File: config.mk
export PLATFORM = sky130hd
export DESIGN_NAME = cdp_parser
export DESIGN_NICKNAME = d
export VERILOG_FILES = /design/src/logic/cdp_pkg.sv /design/src/logic/cdp_parser.sv /design/src/logic/cdp_field_reg.sv /design/src/logic/cdp_row_store.sv
export SDC_FILE = /design/constraint.sdc
export NUM_CORES = 1
export LEC_CHECK = 0
export BUFFER_PORTS_ARGS = -buffer_cell sky130_fd_sc_hd__buf_4
export CELL_PAD_IN_SITES_DETAIL_PLACEMENT = 1
export CELL_PAD_IN_SITES_GLOBAL_PLACEMENT = 1
export CORE_MARGIN = 3
export CORE_UTILIZATION = 49
export CTS_CLUSTER_DIAMETER = 50
export DETAILED_ROUTE_END_ITERATION = 6
export GPL_ROUTABILITY_DRIVEN = 0
export PLACE_DENSITY = 0.77
export SLEW_MARGIN = 20
export SYNTH_ARGS = -nofsm -noshare
export SYNTH_HDL_FRONTEND = slang
export SYNTH_HIERARCHICAL = 1
export SYNTH_SLANG_ARGS = --single-unit
File: constraint.sdc
create_clock -name clk -period 4.8 [get_ports clk]
set_clock_uncertainty 0.15 [all_clocks]
set_input_delay 0.48 -clock clk [delete_from_list [all_inputs] [get_ports clk]]
set_output_delay 0.48 -clock clk [all_outputs]
set_load 0.01 [all_outputs]
File: src/logic/cdp_pkg.sv
// Package: command codes, field positions, sizes and carrier types of the command parser
package cdp_pkg;
  localparam logic [7:0] CDP_CMD_SET_DATA = 8'h0a;
  localparam logic [7:0] CDP_CMD_SET_ROW = 8'h0b;
  localparam logic [7:0] CDP_CMD_APPEND_ROW = 8'h0c;
  // Byte positions within a command, length byte is position 0
  localparam logic [7:0] CDP_POS_CODE = 8'h01;
  localparam logic [7:0] CDP_POS_ID_HI = 8'h02;
  localparam logic [7:0] CDP_POS_ID_LO = 8'h03;
  localparam logic [7:0] CDP_POS_ARG_LO = 8'h04;
  localparam logic [7:0] CDP_POS_ARG_HI = 8'h05;
  localparam logic [7:0] CDP_POS_DATA = 8'h06;
  localparam logic [7:0] CDP_POS_ROW_DATA = 8'h04;
  localparam logic [7:0] CDP_HDR_LEN = 8'h04;
  localparam logic [7:0] CDP_MIN_LEN = 8'h02;
  localparam int CDP_DATA_BYTES = 64;
  localparam int CDP_ROW_BYTES = 16;
  localparam int CDP_ROWS = 8;
  localparam int CDP_DT_AXIS_BYTES = 8;
  localparam logic [7:0] CDP_STATE_OFF = 8'h00;
  localparam logic [7:0] CDP_STATE_ON = 8'hff;

  typedef struct packed {
    logic valid;
    logic [7:0] data;
  } cdp_byte_t;

  typedef struct packed {
    logic [7:0] cmd;
    logic [15:0] ctrl_id;
  } cdp_event_t;
endpackage : cdp_pkg

File: src/logic/cdp_parser.sv
// Module: serial command parser for control-value and matrix-row writes
`timescale 1ns/100ps
// Operation
// - Code 0x0a overwrites the stored value of one control.
// - Writes are accepted whether or not the remote service runs.
// - Two bytes after the code name the target control.
// - Control write: little-endian offset, then the new data bytes.
// - Each chunk lands at its offset in the data field.
// - Zero-offset chunk arrives last and commits, then goes to the client.
// - Two-state controls are one byte, 0x00 off and 0xff on.
// - List control data is a four-byte little-endian entry index.
// - Numeric control data is a four-byte little-endian signed integer.
// - Date-time holds eight bytes; buttons, files, images, messages none.
// - Code 0x0b writes one row of a matrix control.
// - Row write carries a little-endian row index, zero is first.
// - Axis field is eight bytes for date-time, else the X width.
// - Indexed writes store only; header-only row command refreshes client.
// - Code 0x0c appends a row, dropping the top row when full.
// - After an append the row goes to the client if connected.
module cdp_parser
  import cdp_pkg::*;
#(
  parameter int DATA_BYTES = cdp_pkg::CDP_DATA_BYTES,
  parameter int ROW_BYTES = cdp_pkg::CDP_ROW_BYTES,
  parameter int ROWS = cdp_pkg::CDP_ROWS
) (
  // Clock and reset
  input wire logic clk,
  input wire logic sys_rst,
  // Command byte stream from the host
  input cdp_pkg::cdp_byte_t rx,
  // Client connection state and matrix layout
  input wire logic client_connected,
  input wire logic matrix_is_datetime,
  input wire logic [7:0] x_axis_bytes,
  // Control value read port
  input wire logic [$clog2(DATA_BYTES)-1:0] rd_addr,
  output logic [7:0] rd_data,
  // Notifications to the client sender, matrix occupancy and the error flag
  output logic send_pulse,
  output cdp_pkg::cdp_event_t send_event,
  output logic [15:0] last_row,
  output logic [$clog2(ROWS+1)-1:0] row_count,
  output logic [$clog2(ROWS)-1:0] row_head,
  output logic cmd_error
);
  import cdp_pkg::*;

  initial begin
    if (DATA_BYTES < 2 || DATA_BYTES > 65536) $error("DATA_BYTES out of range");
    if (ROW_BYTES < 2 || ROW_BYTES > 255) $error("ROW_BYTES out of range");
  end

  typedef enum logic [1:0] {
    CDP_IDLE = 2'b00,
    CDP_BODY = 2'b01,
    CDP_SKIP = 2'b11
  } cdp_state_t;

  cdp_state_t state_reg;
  logic [7:0] len_reg;
  logic [7:0] pos_reg;
  logic [7:0] cmd_reg;
  logic [15:0] id_reg;
  logic [15:0] arg;
  logic [7:0] data_mem [DATA_BYTES];
  logic [7:0] staged_reg [DATA_BYTES];
  logic in_body;
  logic last_byte;
  logic known_cmd;
  logic [7:0] axis_len;
  logic [7:0] row_pos;
  logic data_wr;
  logic row_wr;
  logic append_done;
  logic [16:0] data_addr;
  logic offset_zero;

  assign in_body = rx.valid && state_reg == CDP_BODY;
  assign last_byte = pos_reg + 8'h01 == len_reg;
  assign known_cmd = rx.data == CDP_CMD_SET_DATA || rx.data == CDP_CMD_SET_ROW
                     || rx.data == CDP_CMD_APPEND_ROW;
  assign axis_len = matrix_is_datetime ? 8'(CDP_DT_AXIS_BYTES) : x_axis_bytes;
  // High offset byte is still on the stream when a data-less command ends on it
  assign offset_zero = (pos_reg == CDP_POS_ARG_HI) ? (rx.data == 8'h00 && arg[7:0] == 8'h00)
                                                   : (arg == 16'h0000);

  // Framing: length byte first, then the code
  always_ff @(posedge clk) begin
    if (sys_rst) begin
      state_reg <= CDP_IDLE;
      len_reg <= 8'h00;
      pos_reg <= 8'h00;
    end else if (rx.valid) begin
      unique case (state_reg)
        CDP_IDLE: begin
          len_reg <= rx.data;
          pos_reg <= 8'h01;
          state_reg <= rx.data < CDP_MIN_LEN ? CDP_IDLE : CDP_BODY;
        end
        CDP_BODY, CDP_SKIP: begin
          pos_reg <= pos_reg + 8'h01;
          if (last_byte) begin
            state_reg <= CDP_IDLE;
          end else if (pos_reg == CDP_POS_CODE && !known_cmd) begin
            state_reg <= CDP_SKIP; // Foreign commands pass without effect
          end
        end
        default: state_reg <= CDP_IDLE;
      endcase
    end
  end

  always_ff @(posedge clk) begin
    if (sys_rst) begin
      cmd_reg <= 8'h00;
      id_reg <= 16'h0000;
    end else if (in_body) begin
      if (pos_reg == CDP_POS_CODE) begin
        cmd_reg <= rx.data;
      end else if (pos_reg == CDP_POS_ID_HI) begin
        id_reg[15:8] <= rx.data;
      end else if (pos_reg == CDP_POS_ID_LO) begin
        id_reg[7:0] <= rx.data;
      end
    end
  end

  // Offset for control writes, row index for indexed row writes
  cdp_field_reg u_arg (
    .clk(clk),
    .sys_rst(sys_rst),
    .clear(rx.valid && state_reg == CDP_IDLE),
    .load_lo(in_body && pos_reg == CDP_POS_ARG_LO && cmd_reg != CDP_CMD_APPEND_ROW),
    .load_hi(in_body && pos_reg == CDP_POS_ARG_HI && cmd_reg != CDP_CMD_APPEND_ROW),
    .din(rx.data),
    .value(arg)
  );

  // Control data lands in a staging copy; the live copy changes only on commit
  assign data_addr = 17'(arg) + 17'(pos_reg - CDP_POS_DATA);
  assign data_wr = in_body && cmd_reg == CDP_CMD_SET_DATA && pos_reg >= CDP_POS_DATA
                   && data_addr < 17'(DATA_BYTES);
  always_ff @(posedge clk) begin
    if (data_wr) begin
      // Raw bytes serve every control kind, so no per-kind decoding is needed
      staged_reg[data_addr[$clog2(DATA_BYTES)-1:0]] <= rx.data;
    end
  end

  // Commit on the zero-offset chunk so the client sees one consistent value
  always_ff @(posedge clk) begin
    if (in_body && last_byte && cmd_reg == CDP_CMD_SET_DATA && offset_zero
        && pos_reg >= CDP_POS_ARG_HI) begin
      for (int i = 0; i < DATA_BYTES; i++) begin
        data_mem[i] <= staged_reg[i];
      end
      if (data_wr) begin
        data_mem[data_addr[$clog2(DATA_BYTES)-1:0]] <= rx.data;
      end
    end
  end

  always_ff @(posedge clk) begin
    if (sys_rst) begin
      rd_data <= 8'h00;
    end else begin
      rd_data <= data_mem[rd_addr];
    end
  end

  // Row bytes: indexed rows start after the index, appends after the id
  assign row_pos = cmd_reg == CDP_CMD_SET_ROW ? pos_reg - CDP_POS_DATA
                                              : pos_reg - CDP_POS_ROW_DATA;
  assign row_wr = in_body && ((cmd_reg == CDP_CMD_SET_ROW && pos_reg >= CDP_POS_DATA)
                  || (cmd_reg == CDP_CMD_APPEND_ROW && pos_reg >= CDP_POS_ROW_DATA))
                  && 32'(row_pos) < ROW_BYTES;
  assign append_done = in_body && last_byte && cmd_reg == CDP_CMD_APPEND_ROW
                       && pos_reg >= CDP_POS_ROW_DATA;

  cdp_row_store #(
    .ROW_BYTES(ROW_BYTES),
    .ROWS(ROWS)
  ) u_rows (
    .clk(clk),
    .sys_rst(sys_rst),
    .wr_en(row_wr && (cmd_reg == CDP_CMD_APPEND_ROW || arg < 16'(ROWS))),
    .wr_append(cmd_reg == CDP_CMD_APPEND_ROW),
    .wr_row(arg),
    .wr_byte(row_pos[$clog2(ROW_BYTES)-1:0]),
    .wr_data(rx.data),
    .append_done(append_done),
    .row_count(row_count),
    .head(row_head)
  );

  // Client notifications
  always_ff @(posedge clk) begin
    if (sys_rst) begin
      send_pulse <= 1'b0;
      send_event <= '0;
      last_row <= 16'h0000;
    end else begin
      send_pulse <= 1'b0;
      if (in_body && last_byte) begin
        if (cmd_reg == CDP_CMD_SET_DATA && offset_zero && pos_reg >= CDP_POS_ARG_HI) begin
          send_pulse <= 1'b1;
          send_event <= '{cmd: cmd_reg, ctrl_id: id_reg};
        end else if (cmd_reg == CDP_CMD_SET_ROW && len_reg == CDP_HDR_LEN) begin
          send_pulse <= 1'b1;
          send_event <= '{cmd: cmd_reg, ctrl_id: id_reg};
        end else if (append_done && client_connected) begin
          send_pulse <= 1'b1;
          send_event <= '{cmd: cmd_reg, ctrl_id: id_reg};
          last_row <= 16'(row_count);
        end
      end
    end
  end

  // Flags a control write that ends before its offset, or a control or indexed row write that overruns storage
  always_ff @(posedge clk) begin
    if (sys_rst) begin
      cmd_error <= 1'b0;
    end else begin
      cmd_error <= in_body && ((last_byte && cmd_reg == CDP_CMD_SET_DATA
                   && pos_reg < CDP_POS_ARG_HI)
                   || (cmd_reg == CDP_CMD_SET_ROW && pos_reg >= CDP_POS_DATA
                   && (arg >= 16'(ROWS) || 32'(row_pos) >= ROW_BYTES))
                   || (cmd_reg == CDP_CMD_SET_DATA && pos_reg >= CDP_POS_DATA
                   && data_addr >= 17'(DATA_BYTES)));
    end
  end

  // axis_len feeds no check or write path; the reduction only keeps it from dangling
  logic unused_axis;
  assign unused_axis = ^axis_len;
endmodule : cdp_parser

File: src/logic/cdp_field_reg.sv
// Module: little-endian two-byte field assembler
`timescale 1ns/100ps
module cdp_field_reg (
  // Clock and reset
  input wire logic clk,
  input wire logic sys_rst,
  // Byte capture
  input wire logic clear,
  input wire logic load_lo,
  input wire logic load_hi,
  input wire logic [7:0] din,
  // Assembled value
  output logic [15:0] value
);
  always_ff @(posedge clk) begin
    if (sys_rst || clear) begin
      value <= 16'h0000;
    end else if (load_lo) begin
      value[7:0] <= din;
    end else if (load_hi) begin
      value[15:8] <= din;
    end
  end
endmodule : cdp_field_reg

File: src/logic/cdp_row_store.sv
// Module: circular row store with append, indexed write and top-row discard
`timescale 1ns/100ps
module cdp_row_store #(
  parameter int ROW_BYTES = 16,
  parameter int ROWS = 8
) (
  // Clock and reset
  input wire logic clk,
  input wire logic sys_rst,
  // Byte writes
  input wire logic wr_en,
  input wire logic wr_append,
  input wire logic [15:0] wr_row,
  input wire logic [$clog2(ROW_BYTES)-1:0] wr_byte,
  input wire logic [7:0] wr_data,
  // Row commit for appends
  input wire logic append_done,
  // Status
  output logic [$clog2(ROWS+1)-1:0] row_count,
  output logic [$clog2(ROWS)-1:0] head
);
  localparam int RW = $clog2(ROWS);
  initial begin
    if (ROWS < 2 || (ROWS & (ROWS - 1)) != 0) $error("ROWS must be a power of two");
  end
  logic [7:0] mem [ROWS][ROW_BYTES];
  logic [RW-1:0] tail;
  logic [RW-1:0] wr_slot;

  assign tail = head + RW'(row_count);
  assign wr_slot = wr_append ? tail : head + wr_row[RW-1:0];

  always_ff @(posedge clk) begin
    if (wr_en) begin
      mem[wr_slot][wr_byte] <= wr_data;
    end
  end

  // Full store drops its oldest row by moving the head
  always_ff @(posedge clk) begin
    if (sys_rst) begin
      head <= '0;
      row_count <= '0;
    end else if (append_done) begin
      if (row_count == ($clog2(ROWS+1))'(ROWS)) begin
        head <= head + 1'b1;
      end else begin
        row_count <= row_count + 1'b1;
      end
    end else if (wr_en && !wr_append && wr_row < 16'(ROWS)
                 && ($clog2(ROWS+1))'(wr_row) >= row_count) begin
      row_count <= ($clog2(ROWS+1))'(wr_row) + 1'b1;
    end
  end
endmodule : cdp_row_store

==> impl_metrics.env <==
export IMPL_avgSynthCellArea_um2=17.3
export IMPL_drt_pre_antenna_iters=5
export IMPL_worst_pin_slew_ns=1.11
export IMPL_post_route_worst_setup_slack_ns=0.0648
export IMPL_timing_critical_path_buf_inv=6
export IMPL_clock_tree_buffer_depth=3
export IMPL_initial_utilization_pct=49.4
export IMPL_drc=0
export IMPL_layout_cell_area_non_filler_um2=55600
export IMPL_vias_per_cell=6.14
export IMPL_setup_violations_final=0
export IMPL_wl_um=134000
export IMPL_cts_buffers_inserted=118
export IMPL_chipHeight_um=319
export IMPL_route_vias_total=26700
export IMPL_syn_inst=2763
export IMPL_synthesis_yosys_warnings=6
export IMPL_crit_required_ns=5.11
export IMPL_n_fill_cell=8555
export IMPL_finalCriticalPeriod_ns=4.74
export IMPL_dpl_instance_area_um2=51200
export IMPL_path_cells="or4_4 > a211o_1 > inv_4 > ha_1 > buf_4 > o21ai_1 > a21oi_2 > nor3_1 > or4_1 > a2111o_1 > nor4_4 > buf_4 > buf_6 > clkbuf_16 > nand4_1 > buf_6 > mux2_2"
export IMPL_arrival_time_worst_endpoint_ns=5.05
export IMPL_synth_to_layout_area_growth_pct=16.1
export IMPL_nNetsFinal=3029
export IMPL_worstSetupEndpointType="flip-flop"
export IMPL_maxCapViolations=0
export IMPL_clockRootBuffer="sky130_fd_sc_hd__clkbuf_16"
export IMPL_timing_hold_worst_class="primary input to flip-flop"
export IMPL_worstPathMaxFanout=8
export IMPL_syn_area_um2=47900
export IMPL_cp_slowest_stage_delay_ns=0.57
export IMPL_tns_ns=0
export IMPL_leakage_nw=18.9
export IMPL_final_core_util_pct=57.4
export IMPL_slew_viol_final=0
export IMPL_post_route_period_util_pct=98.6
export IMPL_max_slew_margin_rel_pct=26.0
export IMPL_cp_num_cells=17
export IMPL_hold_depth=1
export IMPL_rows=114
export IMPL_pwr_density_cell_nw_per_um2=370
export IMPL_ant_nets=0
export IMPL_cts_reportedPaths_clkPinSlew_ns=0.06
export IMPL_timing_critical_path_slowest_stage_cell="sky130_fd_sc_hd__or4_4"
export IMPL_gr_total_overflow=0
export IMPL_drive_gt1_share_pct=39.9
export IMPL_grt_pass1_wl_um=198000
export IMPL_routed_wire_per_std_cell_um=30.8
export IMPL_port_buffer_count=62
export IMPL_finalHoldViolCount=0
export IMPL_coreArea_um2=96900
export IMPL_outcome="complete, no violations"
export IMPL_achievable_frequency_ghz=0.211
export IMPL_drt_initial_drc_count=2976
export IMPL_cts_htree_levels=3
export IMPL_pre_cts_ws_ns=-0.315
export IMPL_start_kind="flip-flop"
export IMPL_numClockSinks=1127
export IMPL_fp_dieArea_um2=102000
export IMPL_category_of_cells_accounting_for_the_largest_share_of_critical_path_delay="simple AND/OR/NAND/NOR gates"
export IMPL_timing_hold_ws_ns=0.0780
export IMPL_top_level_ports=84
export IMPL_dp_hpwl_um=80900
export IMPL_cts_tree="done"
export IMPL_antenna_found_initial=5
export IMPL_global_route_usage_total_pct=26.3
export IMPL_source_to_sink_clock_delay_at_the_later_pin_of_the_worst_skew_pair_ns=0.72
export IMPL_grt_pass1_vias=28500
export IMPL_floorplan_die_width_um=319
export IMPL_ir_drop_mv=0.310
export IMPL_grt_max_degree=136
export IMPL_worst_reg2reg_path_length_in_cells=17
export IMPL_worst_setup_path_type="flip-flop to flip-flop"
-- final timing paths --
check	start	end	slack, ns
worst max-delay path	pos_reg[3]	data_mem[60][1]	0.06
worst min-delay path	rx[3]	staged_reg[62][3]	0.08
worst max register to register	pos_reg[3]	data_mem[60][1]	0.06
worst min register to register	send_event[18]	send_event[18]	0.32
-- layout make-up --
cell class                      instances  area (um^2)  share of cell area [%]
Timing Repair Buffer                  254         2270                    4.08
Tap cell                             1276         1600                    2.87
Sequential cell                      1127        32800                    59.0
Clock buffer                          142         3080                    5.55
Multi-Input combinational cell       1383        14700                    26.4
Antenna cell                            2         5.00                 0.00900
Clock inverter                         82          840                    1.51
Inverter                               85          322                   0.579
-- cell usage in the layout, fill, tap and decap left out, types with 21 or more instances in the layout --
master	instances
sky130_fd_sc_hd__nor2_1	121
sky130_fd_sc_hd__nand4_1	70
sky130_fd_sc_hd__buf_4	222
sky130_fd_sc_hd__edfxtp_1	1024
sky130_fd_sc_hd__nand3_1	21
sky130_fd_sc_hd__nand2_1	62
sky130_fd_sc_hd__clkinv_1	28
sky130_fd_sc_hd__mux2i_1	64
sky130_fd_sc_hd__mux2_2	516
sky130_fd_sc_hd__a21oi_1	21
sky130_fd_sc_hd__ha_1	31
sky130_fd_sc_hd__mux4_2	168
sky130_fd_sc_hd__clkbuf_16	122
sky130_fd_sc_hd__dfxtp_1	101
sky130_fd_sc_hd__inv_1	84
sky130_fd_sc_hd__nor2_4	41
sky130_fd_sc_hd__nor3_2	24
-- through the flow --
step / total power, W / instances
6_report: 0.0206 / 4351
5_1_grt: 0.0211 / 4349
4_1_cts: 0.0207 / 4343
3_5_place_dp: 0.0115 / 4109
3_3_place_gp: 0.0115 / 4108
2_1_floorplan: 0.0112 / 2774
-- routing by layer --
| layer | up-vias | GRT usage [%] | wire length [um] |
|---|---|---|---|
| li1 | 11300 | - | - |
| met1 | 14000 | 35.5 | 53300 |
| met2 | 1154 | 43.6 | 66200 |
| met3 | 254 | 4.30 | 9600 |
| met4 | 0 | 8.97 | 4810 |
| met5 | - | 0 | 0 |
-- worst register-to-register path, stage by stage, from the launching register on --
cell and delay, ns:
sky130_fd_sc_hd__dfxtp_2 0.33, sky130_fd_sc_hd__or4_4 0.57, sky130_fd_sc_hd__a211o_1 0.30, sky130_fd_sc_hd__inv_4 0.11, sky130_fd_sc_hd__ha_1 0.16, sky130_fd_sc_hd__buf_4 0.14, sky130_fd_sc_hd__o21ai_1 0.09, sky130_fd_sc_hd__a21oi_2 0.20
sky130_fd_sc_hd__nor3_1 0.09, sky130_fd_sc_hd__or4_1 0.55, sky130_fd_sc_hd__a2111o_1 0.40, sky130_fd_sc_hd__nor4_4 0.22, sky130_fd_sc_hd__buf_4 0.20, sky130_fd_sc_hd__buf_6 0.16, sky130_fd_sc_hd__clkbuf_16 0.21, sky130_fd_sc_hd__nand4_1 0.14
sky130_fd_sc_hd__buf_6 0.21, sky130_fd_sc_hd__mux2_2 0.29
-- power by group --
group | total [W] | switching (W) | leakage (nW) | internal, W
logic | 0.000701 | 0.000470 | 6.99 | 0.000231
registers | 0.0106 | 0.0000134 | 10.0 | 0.0106
clock network | 0.00922 | 0.00396 | 1.90 | 0.00526
total | 0.0206 | 0.00444 | 18.9 | 0.0161
-- timing repair --
action                                  in CTS  in global routing
gates resized for setup                     25                 23
gates cloned                                 4                  3
endpoints found under the setup margin     512                596
pin swaps                                    3                  8
buffers inserted                             5                  3
hold endpoints to repair                     1                  0
hold buffers                                 1                  0
Note: power is estimated with default switching activity, not from simulation.
